**config.mk**
```make
export PLATFORM = sky130hd
export DESIGN_NAME = oscillator_select_control
export DESIGN_NICKNAME = d
export VERILOG_FILES = /design/src/rtl/osc_select_pkg.sv /design/src/rtl/oscillator_select_control.sv
export VERILOG_INCLUDE_DIRS = /design/src /design/src/rtl
export SDC_FILE = /design/constraint.sdc
export NUM_CORES = 1
export LEC_CHECK = 0
export BUFFER_PORTS_ARGS = -buffer_cell sky130_fd_sc_hd__buf_4
export CORE_MARGIN = 4
export CORE_UTILIZATION = 42
export DETAILED_ROUTE_END_ITERATION = 12
export HOLD_SLACK_MARGIN = 0.02
export PLACE_DENSITY_LB_ADDON = 0.3
export SLEW_MARGIN = 20
export SYNTH_ARGS = -nofsm -noshare
export SYNTH_HDL_FRONTEND = slang
export SYNTH_SLANG_ARGS = --single-unit
export TNS_END_PERCENT = 5
```
**constraint.sdc**
```tcl
create_clock -name core_clk -period 1.8 [get_ports core_clk]
set_clock_uncertainty 0.2 [all_clocks]
set_input_delay 0.18 -clock core_clk [delete_from_list [all_inputs] [get_ports core_clk]]
set_output_delay 0.18 -clock core_clk [all_outputs]
set_load 0.1 [all_outputs]
```
**src/rtl/osc_select_map.svh**
```systemverilog
// Register offsets, field positions and reset values of the oscillator control block
`ifndef OSC_SELECT_MAP_SVH
`define OSC_SELECT_MAP_SVH
`define OSC_CTRL_OFFSET    12'h000
`define OSC_TRIM_OFFSET    12'h010
`define OSC_DIV_MSB        26
`define OSC_DIV_LSB        24
`define OSC_DMA_KEEP_BIT   23
`define OSC_SOSC_RDY_BIT   22
`define OSC_DUAL_WAKE_BIT  21
`define OSC_CUR_MSB        14
`define OSC_CUR_LSB        12
`define OSC_NEW_MSB        10
`define OSC_NEW_LSB        8
`define OSC_LOCK_BIT       7
`define OSC_UPLL_BIT       6
`define OSC_SYSTEM_PLL_BIT       5
`define OSC_SLEEP_SEL_BIT  4
`define OSC_FAIL_BIT       3
`define OSC_SOSC_EN_BIT    1
`define OSC_SWITCH_BIT     0
`define OSC_DIV_RESET      3'h0
`define OSC_TRIM_RESET     6'h00
`define OSC_TRIM_W         6
`endif

```
**src/rtl/osc_select_pkg.sv**
```systemverilog
// Types shared by the oscillator control block
`default_nettype none
package osc_select_pkg;
	// Clock source codes as they appear in the current and new source fields
	typedef enum logic [2:0] {
		SRC_FRC_DIV   = 3'b000,
		SRC_SYS_PLL   = 3'b001,
		SRC_PRIMARY   = 3'b010,
		SRC_RSVD_3    = 3'b011,
		SRC_SECONDARY = 3'b100,
		SRC_LOW_PWR   = 3'b101,
		SRC_BACKUP    = 3'b110,
		SRC_FRC_DIV7  = 3'b111
	} osc_src_t;
endpackage
`default_nettype wire

```
**src/rtl/oscillator_select_control.sv**
```systemverilog
// Oscillator selection and control register block with APB slave
// Operation
// - Divider code selects 1..64,256; resets divide-by-one
// - DMA keep bit lets DMA finish while asleep
// - Secondary ready reads 1 only when stable
// - Dual-speed wake runs fast RC until ready
// - Current source field reports active clock except during a dual-speed wake hold
// - Reset loads new from boot source, current too unless two-speed
// - Lock clears only by reset, blocks switching
// - USB PLL flag reads lock status
// - System PLL flag reads lock status
// - Wait enters sleep or idle by bit
// - Fail monitor sets clock fail flag
// - Writing fail flag one forces switchover
// - Secondary enable bit powers oscillator, cfg reset
// - Switch request clears when switch completes
// - Switch request resets to two-speed boot cfg
// - Writes rejected without unlock
// - Unimplemented control bits read zero
// - Six-bit trim field, resets zero
// - Trim is two's complement offset
`timescale 1ns/1ps
`default_nettype none
`include "osc_select_map.svh"
module oscillator_select_control (
	input  wire logic        core_clk,
	input  wire logic        rst_n,
	input  wire logic [11:0] paddr,
	input  wire logic        psel,
	input  wire logic        penable,
	input  wire logic        pwrite,
	input  wire logic [31:0] pwdata,
	output logic [31:0]      prdata,
	output logic             pready,
	output logic             pslverr,
	input  wire logic        write_permit,
	input  wire logic [2:0]  boot_source_cfg,
	input  wire logic        two_speed_boot_cfg,
	input  wire logic        secondary_osc_boot_cfg,
	input  wire logic [7:0]  source_ready_raw,
	input  wire logic        secondary_osc_stable_raw,
	input  wire logic        usb_pll_lock_raw,
	input  wire logic        sys_pll_lock_raw,
	input  wire logic        fail_detect_raw,
	input  wire logic        wake_event,
	input  wire logic        wait_exec,
	input  wire logic        periph_irq,
	input  wire logic        irq_dma_trig,
	output logic [2:0]       system_clock_sel,
	output logic [8:0]       fast_rc_divide_ratio,
	output logic signed [5:0] fast_rc_trim_out,
	output logic             secondary_osc_on,
	output logic             enter_sleep,
	output logic             enter_idle,
	output logic             cpu_wake_req,
	output logic             dma_run_in_sleep
);
	// Status bundle width: ready per code plus four single flags
	localparam int ST_W = 12;

	logic [ST_W-1:0] st_meta_reg;   // First synchroniser stage
	logic [ST_W-1:0] st_sync_reg;   // Second stage, safe to use
	logic [7:0]      src_ready;     // Synchronised ready per source code
	logic            sosc_stable;   // Synchronised secondary stable
	logic            upll_lock;     // Synchronised USB PLL lock
	logic            system_pll_lock;     // Synchronised system PLL lock
	logic            fail_det;      // Synchronised monitor failure

	logic [2:0]  divider_sel_reg;   // Fast RC divider code
	logic        dma_keep_reg;      // Sleep DMA keep enable
	logic        dual_wake_reg;     // Dual-speed wake select
	osc_select_pkg::osc_src_t cur_src_reg;  // Active source
	osc_select_pkg::osc_src_t new_src_reg;  // Requested source
	logic        lock_reg;          // Clock configuration lock
	logic        sleep_sel_reg;     // Wait goes to sleep when set
	logic        fail_flag_reg;     // Sticky clock fail flag
	logic        sosc_en_reg;       // Secondary oscillator enable
	logic        switch_req_reg;    // Switch request
	logic [5:0]  trim_reg;          // Fast RC trim
	logic        init_pend_reg;     // Config words not yet loaded
	logic        asleep_reg;        // CPU in sleep
	logic        wake_hold_reg;     // Holding fast RC after wake

	logic        acc;               // Access phase of any transfer
	logic        wr_ok;             // Permitted write this cycle
	logic        hit_ctrl;          // Control register addressed
	logic        hit_trim;          // Trim register addressed
	logic        ctrl_wr;           // Control write takes effect
	logic        sw_fail_set;       // Software forced switchover
	logic        switch_done;       // Requested switch completes
	logic [31:0] ctrl_view;         // Control register read value

	// Two-flop synchroniser for every asynchronous status level
	always_ff @(posedge core_clk or negedge rst_n) begin
		if (!rst_n) begin
			st_meta_reg <= 12'h000;
			st_sync_reg <= 12'h000;
		end else begin
			st_meta_reg <= {source_ready_raw, secondary_osc_stable_raw,
				usb_pll_lock_raw, sys_pll_lock_raw, fail_detect_raw};
			st_sync_reg <= st_meta_reg;
		end
	end
	assign src_ready   = st_sync_reg[11:4];
	assign sosc_stable = st_sync_reg[3];
	assign upll_lock   = st_sync_reg[2];
	assign system_pll_lock   = st_sync_reg[1];
	assign fail_det    = st_sync_reg[0];

	// APB decode; every access completes with no wait state
	assign acc      = psel && penable;
	assign hit_ctrl = (paddr == `OSC_CTRL_OFFSET);
	assign hit_trim = (paddr == `OSC_TRIM_OFFSET);
	assign pready   = 1'b1;
	assign pslverr  = acc && !hit_ctrl && !hit_trim;
	// Unlocked state comes from the system unlock logic
	assign wr_ok    = acc && pwrite && write_permit;
	assign ctrl_wr  = wr_ok && hit_ctrl;
	assign sw_fail_set = ctrl_wr && pwdata[`OSC_FAIL_BIT];
	// Switch completes once the target source reports ready
	assign switch_done = switch_req_reg && !init_pend_reg
		&& src_ready[new_src_reg];

	// Config words are sampled one edge after reset release,
	// since an asynchronous reset may only load constants
	always_ff @(posedge core_clk or negedge rst_n) begin
		if (!rst_n)
			init_pend_reg <= 1'b1;
		else
			init_pend_reg <= 1'b0;
	end

	// Plain read-write control fields
	always_ff @(posedge core_clk or negedge rst_n) begin
		if (!rst_n) begin
			divider_sel_reg <= `OSC_DIV_RESET;
			dma_keep_reg    <= 1'b0;
			dual_wake_reg   <= 1'b0;
			sleep_sel_reg   <= 1'b0;
		end else if (ctrl_wr) begin
			divider_sel_reg <= pwdata[`OSC_DIV_MSB:`OSC_DIV_LSB];
			dma_keep_reg    <= pwdata[`OSC_DMA_KEEP_BIT];
			dual_wake_reg   <= pwdata[`OSC_DUAL_WAKE_BIT];
			sleep_sel_reg   <= pwdata[`OSC_SLEEP_SEL_BIT];
		end
	end

	// Secondary enable: reset value taken from its config bit
	always_ff @(posedge core_clk or negedge rst_n) begin
		if (!rst_n)
			sosc_en_reg <= 1'b0;
		else if (init_pend_reg)
			sosc_en_reg <= secondary_osc_boot_cfg;
		else if (ctrl_wr)
			sosc_en_reg <= pwdata[`OSC_SOSC_EN_BIT];
	end

	// Lock: set by software, cleared only by reset
	always_ff @(posedge core_clk or negedge rst_n) begin
		if (!rst_n)
			lock_reg <= 1'b0;
		else if (ctrl_wr && pwdata[`OSC_LOCK_BIT])
			lock_reg <= 1'b1;
	end

	// New source: boot value, then software unless locked.
	// Reserved codes are not filtered; software keeps off them.
	always_ff @(posedge core_clk or negedge rst_n) begin
		if (!rst_n)
			new_src_reg <= osc_select_pkg::SRC_FRC_DIV;
		else if (init_pend_reg)
			new_src_reg <= osc_select_pkg::osc_src_t'(boot_source_cfg);
		else if (ctrl_wr && !lock_reg)
			new_src_reg <= osc_select_pkg::osc_src_t'(
				pwdata[`OSC_NEW_MSB:`OSC_NEW_LSB]);
	end

	// Switch request: hardware clear on completion; a new
	// software request in the same cycle wins over the clear
	always_ff @(posedge core_clk or negedge rst_n) begin
		if (!rst_n)
			switch_req_reg <= 1'b0;
		else if (init_pend_reg)
			switch_req_reg <= two_speed_boot_cfg;
		else if (ctrl_wr && !lock_reg && pwdata[`OSC_SWITCH_BIT])
			switch_req_reg <= 1'b1;
		else if (switch_done)
			switch_req_reg <= 1'b0;
	end

	// Active source: boot value, backup on failure, else switch
	always_ff @(posedge core_clk or negedge rst_n) begin
		if (!rst_n)
			cur_src_reg <= osc_select_pkg::SRC_FRC_DIV;
		else if (init_pend_reg)
			// Two-speed boot runs from fast RC until the switch
			cur_src_reg <= two_speed_boot_cfg ? osc_select_pkg::SRC_FRC_DIV
				: osc_select_pkg::osc_src_t'(boot_source_cfg);
		else if (fail_det || sw_fail_set)
			cur_src_reg <= osc_select_pkg::SRC_BACKUP;
		else if (switch_done)
			cur_src_reg <= new_src_reg;
	end

	// Clock fail flag: hardware or software set wins over clear
	always_ff @(posedge core_clk or negedge rst_n) begin
		if (!rst_n)
			fail_flag_reg <= 1'b0;
		else if (fail_det || sw_fail_set)
			fail_flag_reg <= 1'b1;
		else if (ctrl_wr)
			fail_flag_reg <= 1'b0;
	end

	// Trim register, low six bits only
	always_ff @(posedge core_clk or negedge rst_n) begin
		if (!rst_n)
			trim_reg <= `OSC_TRIM_RESET;
		else if (wr_ok && hit_trim)
			trim_reg <= pwdata[`OSC_TRIM_W-1:0];
	end

	// Sleep entry, wake and the dual-speed hold on fast RC
	always_ff @(posedge core_clk or negedge rst_n) begin
		if (!rst_n) begin
			asleep_reg    <= 1'b0;
			wake_hold_reg <= 1'b0;
		end else begin
			if (wait_exec && sleep_sel_reg)
				asleep_reg <= 1'b1;
			else if (wake_event)
				asleep_reg <= 1'b0;
			if (asleep_reg && wake_event && dual_wake_reg
				&& !src_ready[cur_src_reg])
				wake_hold_reg <= 1'b1;
			else if (src_ready[cur_src_reg])
				wake_hold_reg <= 1'b0;
		end
	end

	// Registered outputs toward clock tree, CPU and DMA
	always_ff @(posedge core_clk or negedge rst_n) begin
		if (!rst_n) begin
			system_clock_sel     <= 3'h0;
			fast_rc_divide_ratio <= 9'h001;
			fast_rc_trim_out     <= 6'sh00;
			secondary_osc_on     <= 1'b0;
			enter_sleep          <= 1'b0;
			enter_idle           <= 1'b0;
			cpu_wake_req         <= 1'b0;
			dma_run_in_sleep     <= 1'b0;
		end else begin
			system_clock_sel <= wake_hold_reg ? 3'h0 : cur_src_reg;
			// Code 111 skips 128 and goes straight to 256
			fast_rc_divide_ratio <= (divider_sel_reg == 3'h7) ? 9'h100
				: 9'(9'h001 << divider_sel_reg);
			fast_rc_trim_out <= signed'(trim_reg);
			secondary_osc_on <= sosc_en_reg;
			enter_sleep  <= wait_exec && sleep_sel_reg;
			enter_idle   <= wait_exec && !sleep_sel_reg;
			// With DMA keep set, DMA-triggering interrupts during sleep are served without waking
			cpu_wake_req <= periph_irq
				&& !(dma_keep_reg && asleep_reg && irq_dma_trig);
			dma_run_in_sleep <= dma_keep_reg && asleep_reg
				&& irq_dma_trig;
		end
	end

	// Control register read view; gaps stay zero
	always_comb begin
		ctrl_view = 32'h0000_0000;
		ctrl_view[`OSC_DIV_MSB:`OSC_DIV_LSB] = divider_sel_reg;
		ctrl_view[`OSC_DMA_KEEP_BIT]  = dma_keep_reg;
		ctrl_view[`OSC_SOSC_RDY_BIT]  = sosc_stable && sosc_en_reg;
		ctrl_view[`OSC_DUAL_WAKE_BIT] = dual_wake_reg;
		ctrl_view[`OSC_CUR_MSB:`OSC_CUR_LSB] = cur_src_reg;
		ctrl_view[`OSC_NEW_MSB:`OSC_NEW_LSB] = new_src_reg;
		ctrl_view[`OSC_LOCK_BIT]      = lock_reg;
		ctrl_view[`OSC_UPLL_BIT]      = upll_lock;
		ctrl_view[`OSC_SYSTEM_PLL_BIT]      = system_pll_lock;
		ctrl_view[`OSC_SLEEP_SEL_BIT] = sleep_sel_reg;
		ctrl_view[`OSC_FAIL_BIT]      = fail_flag_reg;
		ctrl_view[`OSC_SOSC_EN_BIT]   = sosc_en_reg;
		ctrl_view[`OSC_SWITCH_BIT]    = switch_req_reg;
	end

	// Read mux; unmapped and write cycles return zero
	always_comb begin
		prdata = 32'h0000_0000;
		if (psel && !pwrite && hit_ctrl)
			prdata = ctrl_view;
		else if (psel && !pwrite && hit_trim)
			prdata = {26'h0000000, trim_reg};
	end
endmodule
`default_nettype wire

```
==> key figures <==
Clock network
  – Clk sinks: 71
  – CTS tree: done
  – Clock buffer depth: 2
  – Clk_lat worst skew: 340 ps
  – CTS H-Tree Depth: 3
  – Root Buffer: clkbuf_8
  – Clk pin slew, worst setup/hold paths: approximately 70 ps
  – Clock buffer count from CTS: 9

Placement
  – RePlAce Congestion: ~0.85
  – Setup WS pre-CTS: -378 ps
  – Placed Instances: around 400
  – Post-DP HPWL: 4.43 mm
  – Port buffer count: 96

Timing
  – Final Setup Violations: 22
  – Max Slew Vio Count: 0
  – Tcrit/Tclk final: 114%
  – FMAX: slightly below 500 MHz
  – RSZ-0062 raised after global routing: true
  – Fin crit period: 2050 ps
  – Sum Neg Setup Slack: -4060 ps
  – Minimum hold slack: 120 ps
  – Final hold viol count: 0
  – PnR worst setup slack: -255 ps

Setup path
  – CP max stage delay: 290 ps
  – Startpoint types: primary input
  – Crit path DAT: around 1700 ps
  – Slowest cell on the critical path: nor4_4
  – Crit path top cell by count: buf_4
  – R2R cell count: 6
  – Crit Path Class: primary input to output pin
  – Worst Path Max Fanout: 5
  – Critical path data required time: 1420 ps
  – Crit end category: output pin
  – Crit-path cells: buf_6, nor4_4, buf_4, nand4_1, nor3b_2, buf_4, and2_4, buf_12

Final layout
  – P&R area growth vs syn: 72.1%
  – Ant diodes: 0
  – Post-route insts no fill: 461
  – Fin nets: 450
  – Share of cells above drive strength 1: slightly above 50%

Drt
  – Total Wirelength: 7.28 mm
  – Met3 WL: 450 µm
  – Routed Antenna Nets: 0
  – Vias/cell: roughly 4.8
  – Metal-1 WL: 2.84 mm
  – DRC violations left: 0
  – Drt initial violations: 71
  – Via count: 2196
  – Routed wire per std cell: 15.8 µm
  – Met2 wire length: 3.84 mm
  – First-pass DRT Iterations: 4
  – Top layer in use: met4

Floorplanning
  – Die Width: 89.6 µm
  – Core area: roughly 6400 µm²
  – Cell row count: 29
  – Starting Density: 43.5%
  – I/O pins: ~130
  – Die height: between 80 and 90 µm
  – Die ar.: 8020 µm²

Global routing
  – GR Util All Layers: 18.4%
  – Global-route wire length before repair: 10.9 mm
  – Largest net degree at the start of global routing: 44
  – Grt total ovfl: 0
  – Initial antenna violation count: 0
  – Vias in the first global route: 2307

Run status
  – Failing checks: setup timing
  – Status: complete, but fails checks

Yosys
  – Synth top area share: between 60% and 70%
  – EDFF count, synth: 0
  – Synthesized area: roughly 2800 µm²
  – Area leader, netlist: dfrtp_1
  – Number of synthesis warnings: 0
  – Synth Flop Type: dfrtp_1
  – Post-synth cell types: 39
  – Asr flop ratio synth: 100%
  – Cells after Synth: 210
  – Syn_area_per_cell: 13.3 µm²
  – Register bit total from synthesis: between 70 and 80
  – Synth area leaders: dfrtp_1 (62%), mux2_2 (5.6%), buf_4 (3.8%)
  – Post-synthesis sequential area ratio: 63.7%

Hold path
  – Worst hold path type: primary input to async pin

Pwr
  – Leakage: 2.35 nW
  – Pwr per Cell Area: 737 nW/µm²
  – VDD IR-drop max: 0.554 mV

Job
  – Max Cap Viol: 0
-- cell families (layout without fill, tap and decap cells) --
kind of cell | Yosys count | count (layout) | share of synthesized area (%)
AND/OR/NAND/NOR | 67 | 67 | 15.0
other | 2 | 15 | 0.269
buffers and inverters | 23 | 184 | 5.01
multiplexers | 21 | 21 | 9.49
AO/OA/AOI/OAI | 26 | 26 | 6.58
flip-flops | 71 | 71 | 63.7
-- cell usage in the layout (no fill, tap or decap), types with 7 or more instances in the layout --
cell type,n
buf_4,94
dfrtp_1,68
dlygate4sd3_1,38
buf_12,21
conb_1,15
and2_4,13
buf_6,11
mux2_2,10
nand2_1,9
clkbuf_8,9
nor2_1,7
-- power by group --
part	switching, mW	internal (mW)	leakage [nW]
combinational	0.387	0.251	1.36
clock	0.567	0.640	0.0943
sequential	0.0453	1.66	0.895
total	0.998	2.55	2.35
-- synthesized netlist by cell type (all sizes together) (2+ instances only) --
| cell | instances |
|---|---|
| a221oi | 2 |
| inv | 4 |
| nor2b | 6 |
| and3 | 4 |
| mux4 | 3 |
| nor3b | 5 |
| and3b | 2 |
| nand2 | 9 |
| clkbuf | 4 |
| nor3 | 3 |
| nor4 | 4 |
| a21o | 2 |
| buf | 15 |
| dfstp | 2 |
| mux2i | 4 |
| o221ai | 2 |
| mux2 | 14 |
| and2 | 15 |
| o21ai | 6 |
| dfrtp | 69 |
| nand4 | 3 |
| a21oi | 4 |
| a22o | 6 |
| nor2 | 10 |
| conb | 2 |
| nand2b | 2 |
-- cell type report --
type | count | area [µm²]
inverters | 4 | 15.0
clock inverters | 4 | 48.8
well taps | 77 | 96.3
clock buffers | 12 | 135
flip-flops and latches | 71 | 1780
repair buffers | 164 | 1630
multi-input cells | 129 | 1100
fillers | 395 | 1610
-- path summary, 6_finish.rpt --
kind                                       startpoint  slack, ps                                end
hold reg to reg              st_meta_reg[7]$_DFF_PN0_        140           st_sync_reg[7]$_DFF_PN0_
hold / removal                                  rst_n        120  fast_rc_divide_ratio[4]$_DFF_PN0_
setup reg to reg           new_src_reg[0]$_DFFE_PN0P_         10         cur_src_reg[0]$_DFFE_PN0P_
setup / recovery                             paddr[2]       -250                          prdata[2]
max in group asynchronous                       rst_n        670            init_pend_reg$_DFF_PN1_
min in group core_clk        st_meta_reg[7]$_DFF_PN0_        140           st_sync_reg[7]$_DFF_PN0_
-- routing by layer --
layer | GRT usage [%] | vias to the layer above
met5 | 0 | -
met2 | 31.5 | 82
met1 | 21.6 | 1057
met4 | 8.80 | 0
li1 | - | 1045
met3 | 4.47 | 12
-- critical path: cells and delay by family --
kind                   cells  cell delay (ps)
and+or+nand+nor            4              860
buffers and inverters      4              620
-- timing repair --
| action | CTS | global route |
|---|---|---|
| buffers inserted | 6 | 1 |
| endpoints found under the hold margin | 108 | 0 |
| gates cloned | 1 | 0 |
| pin swaps | 19 | 1 |
| hold buffers | 38 | 0 |
| gates resized for setup | 85 | 12 |
| setup endpoints to repair | 24 | 31 |
-- through the flow --
stage	util, %	total power [mW]	instance area, µm²
2_1_floorplan	-	2.07	2910
6_report	74.9	3.55	4810
4_1_cts	73.9	3.56	4750
3_3_place_gp	58.8	2.27	3780
3_5_place_dp	58.8	2.27	3780
5_1_grt	74.9	3.70	4810
No activity file was read; power rests on OpenSTA's default activity.
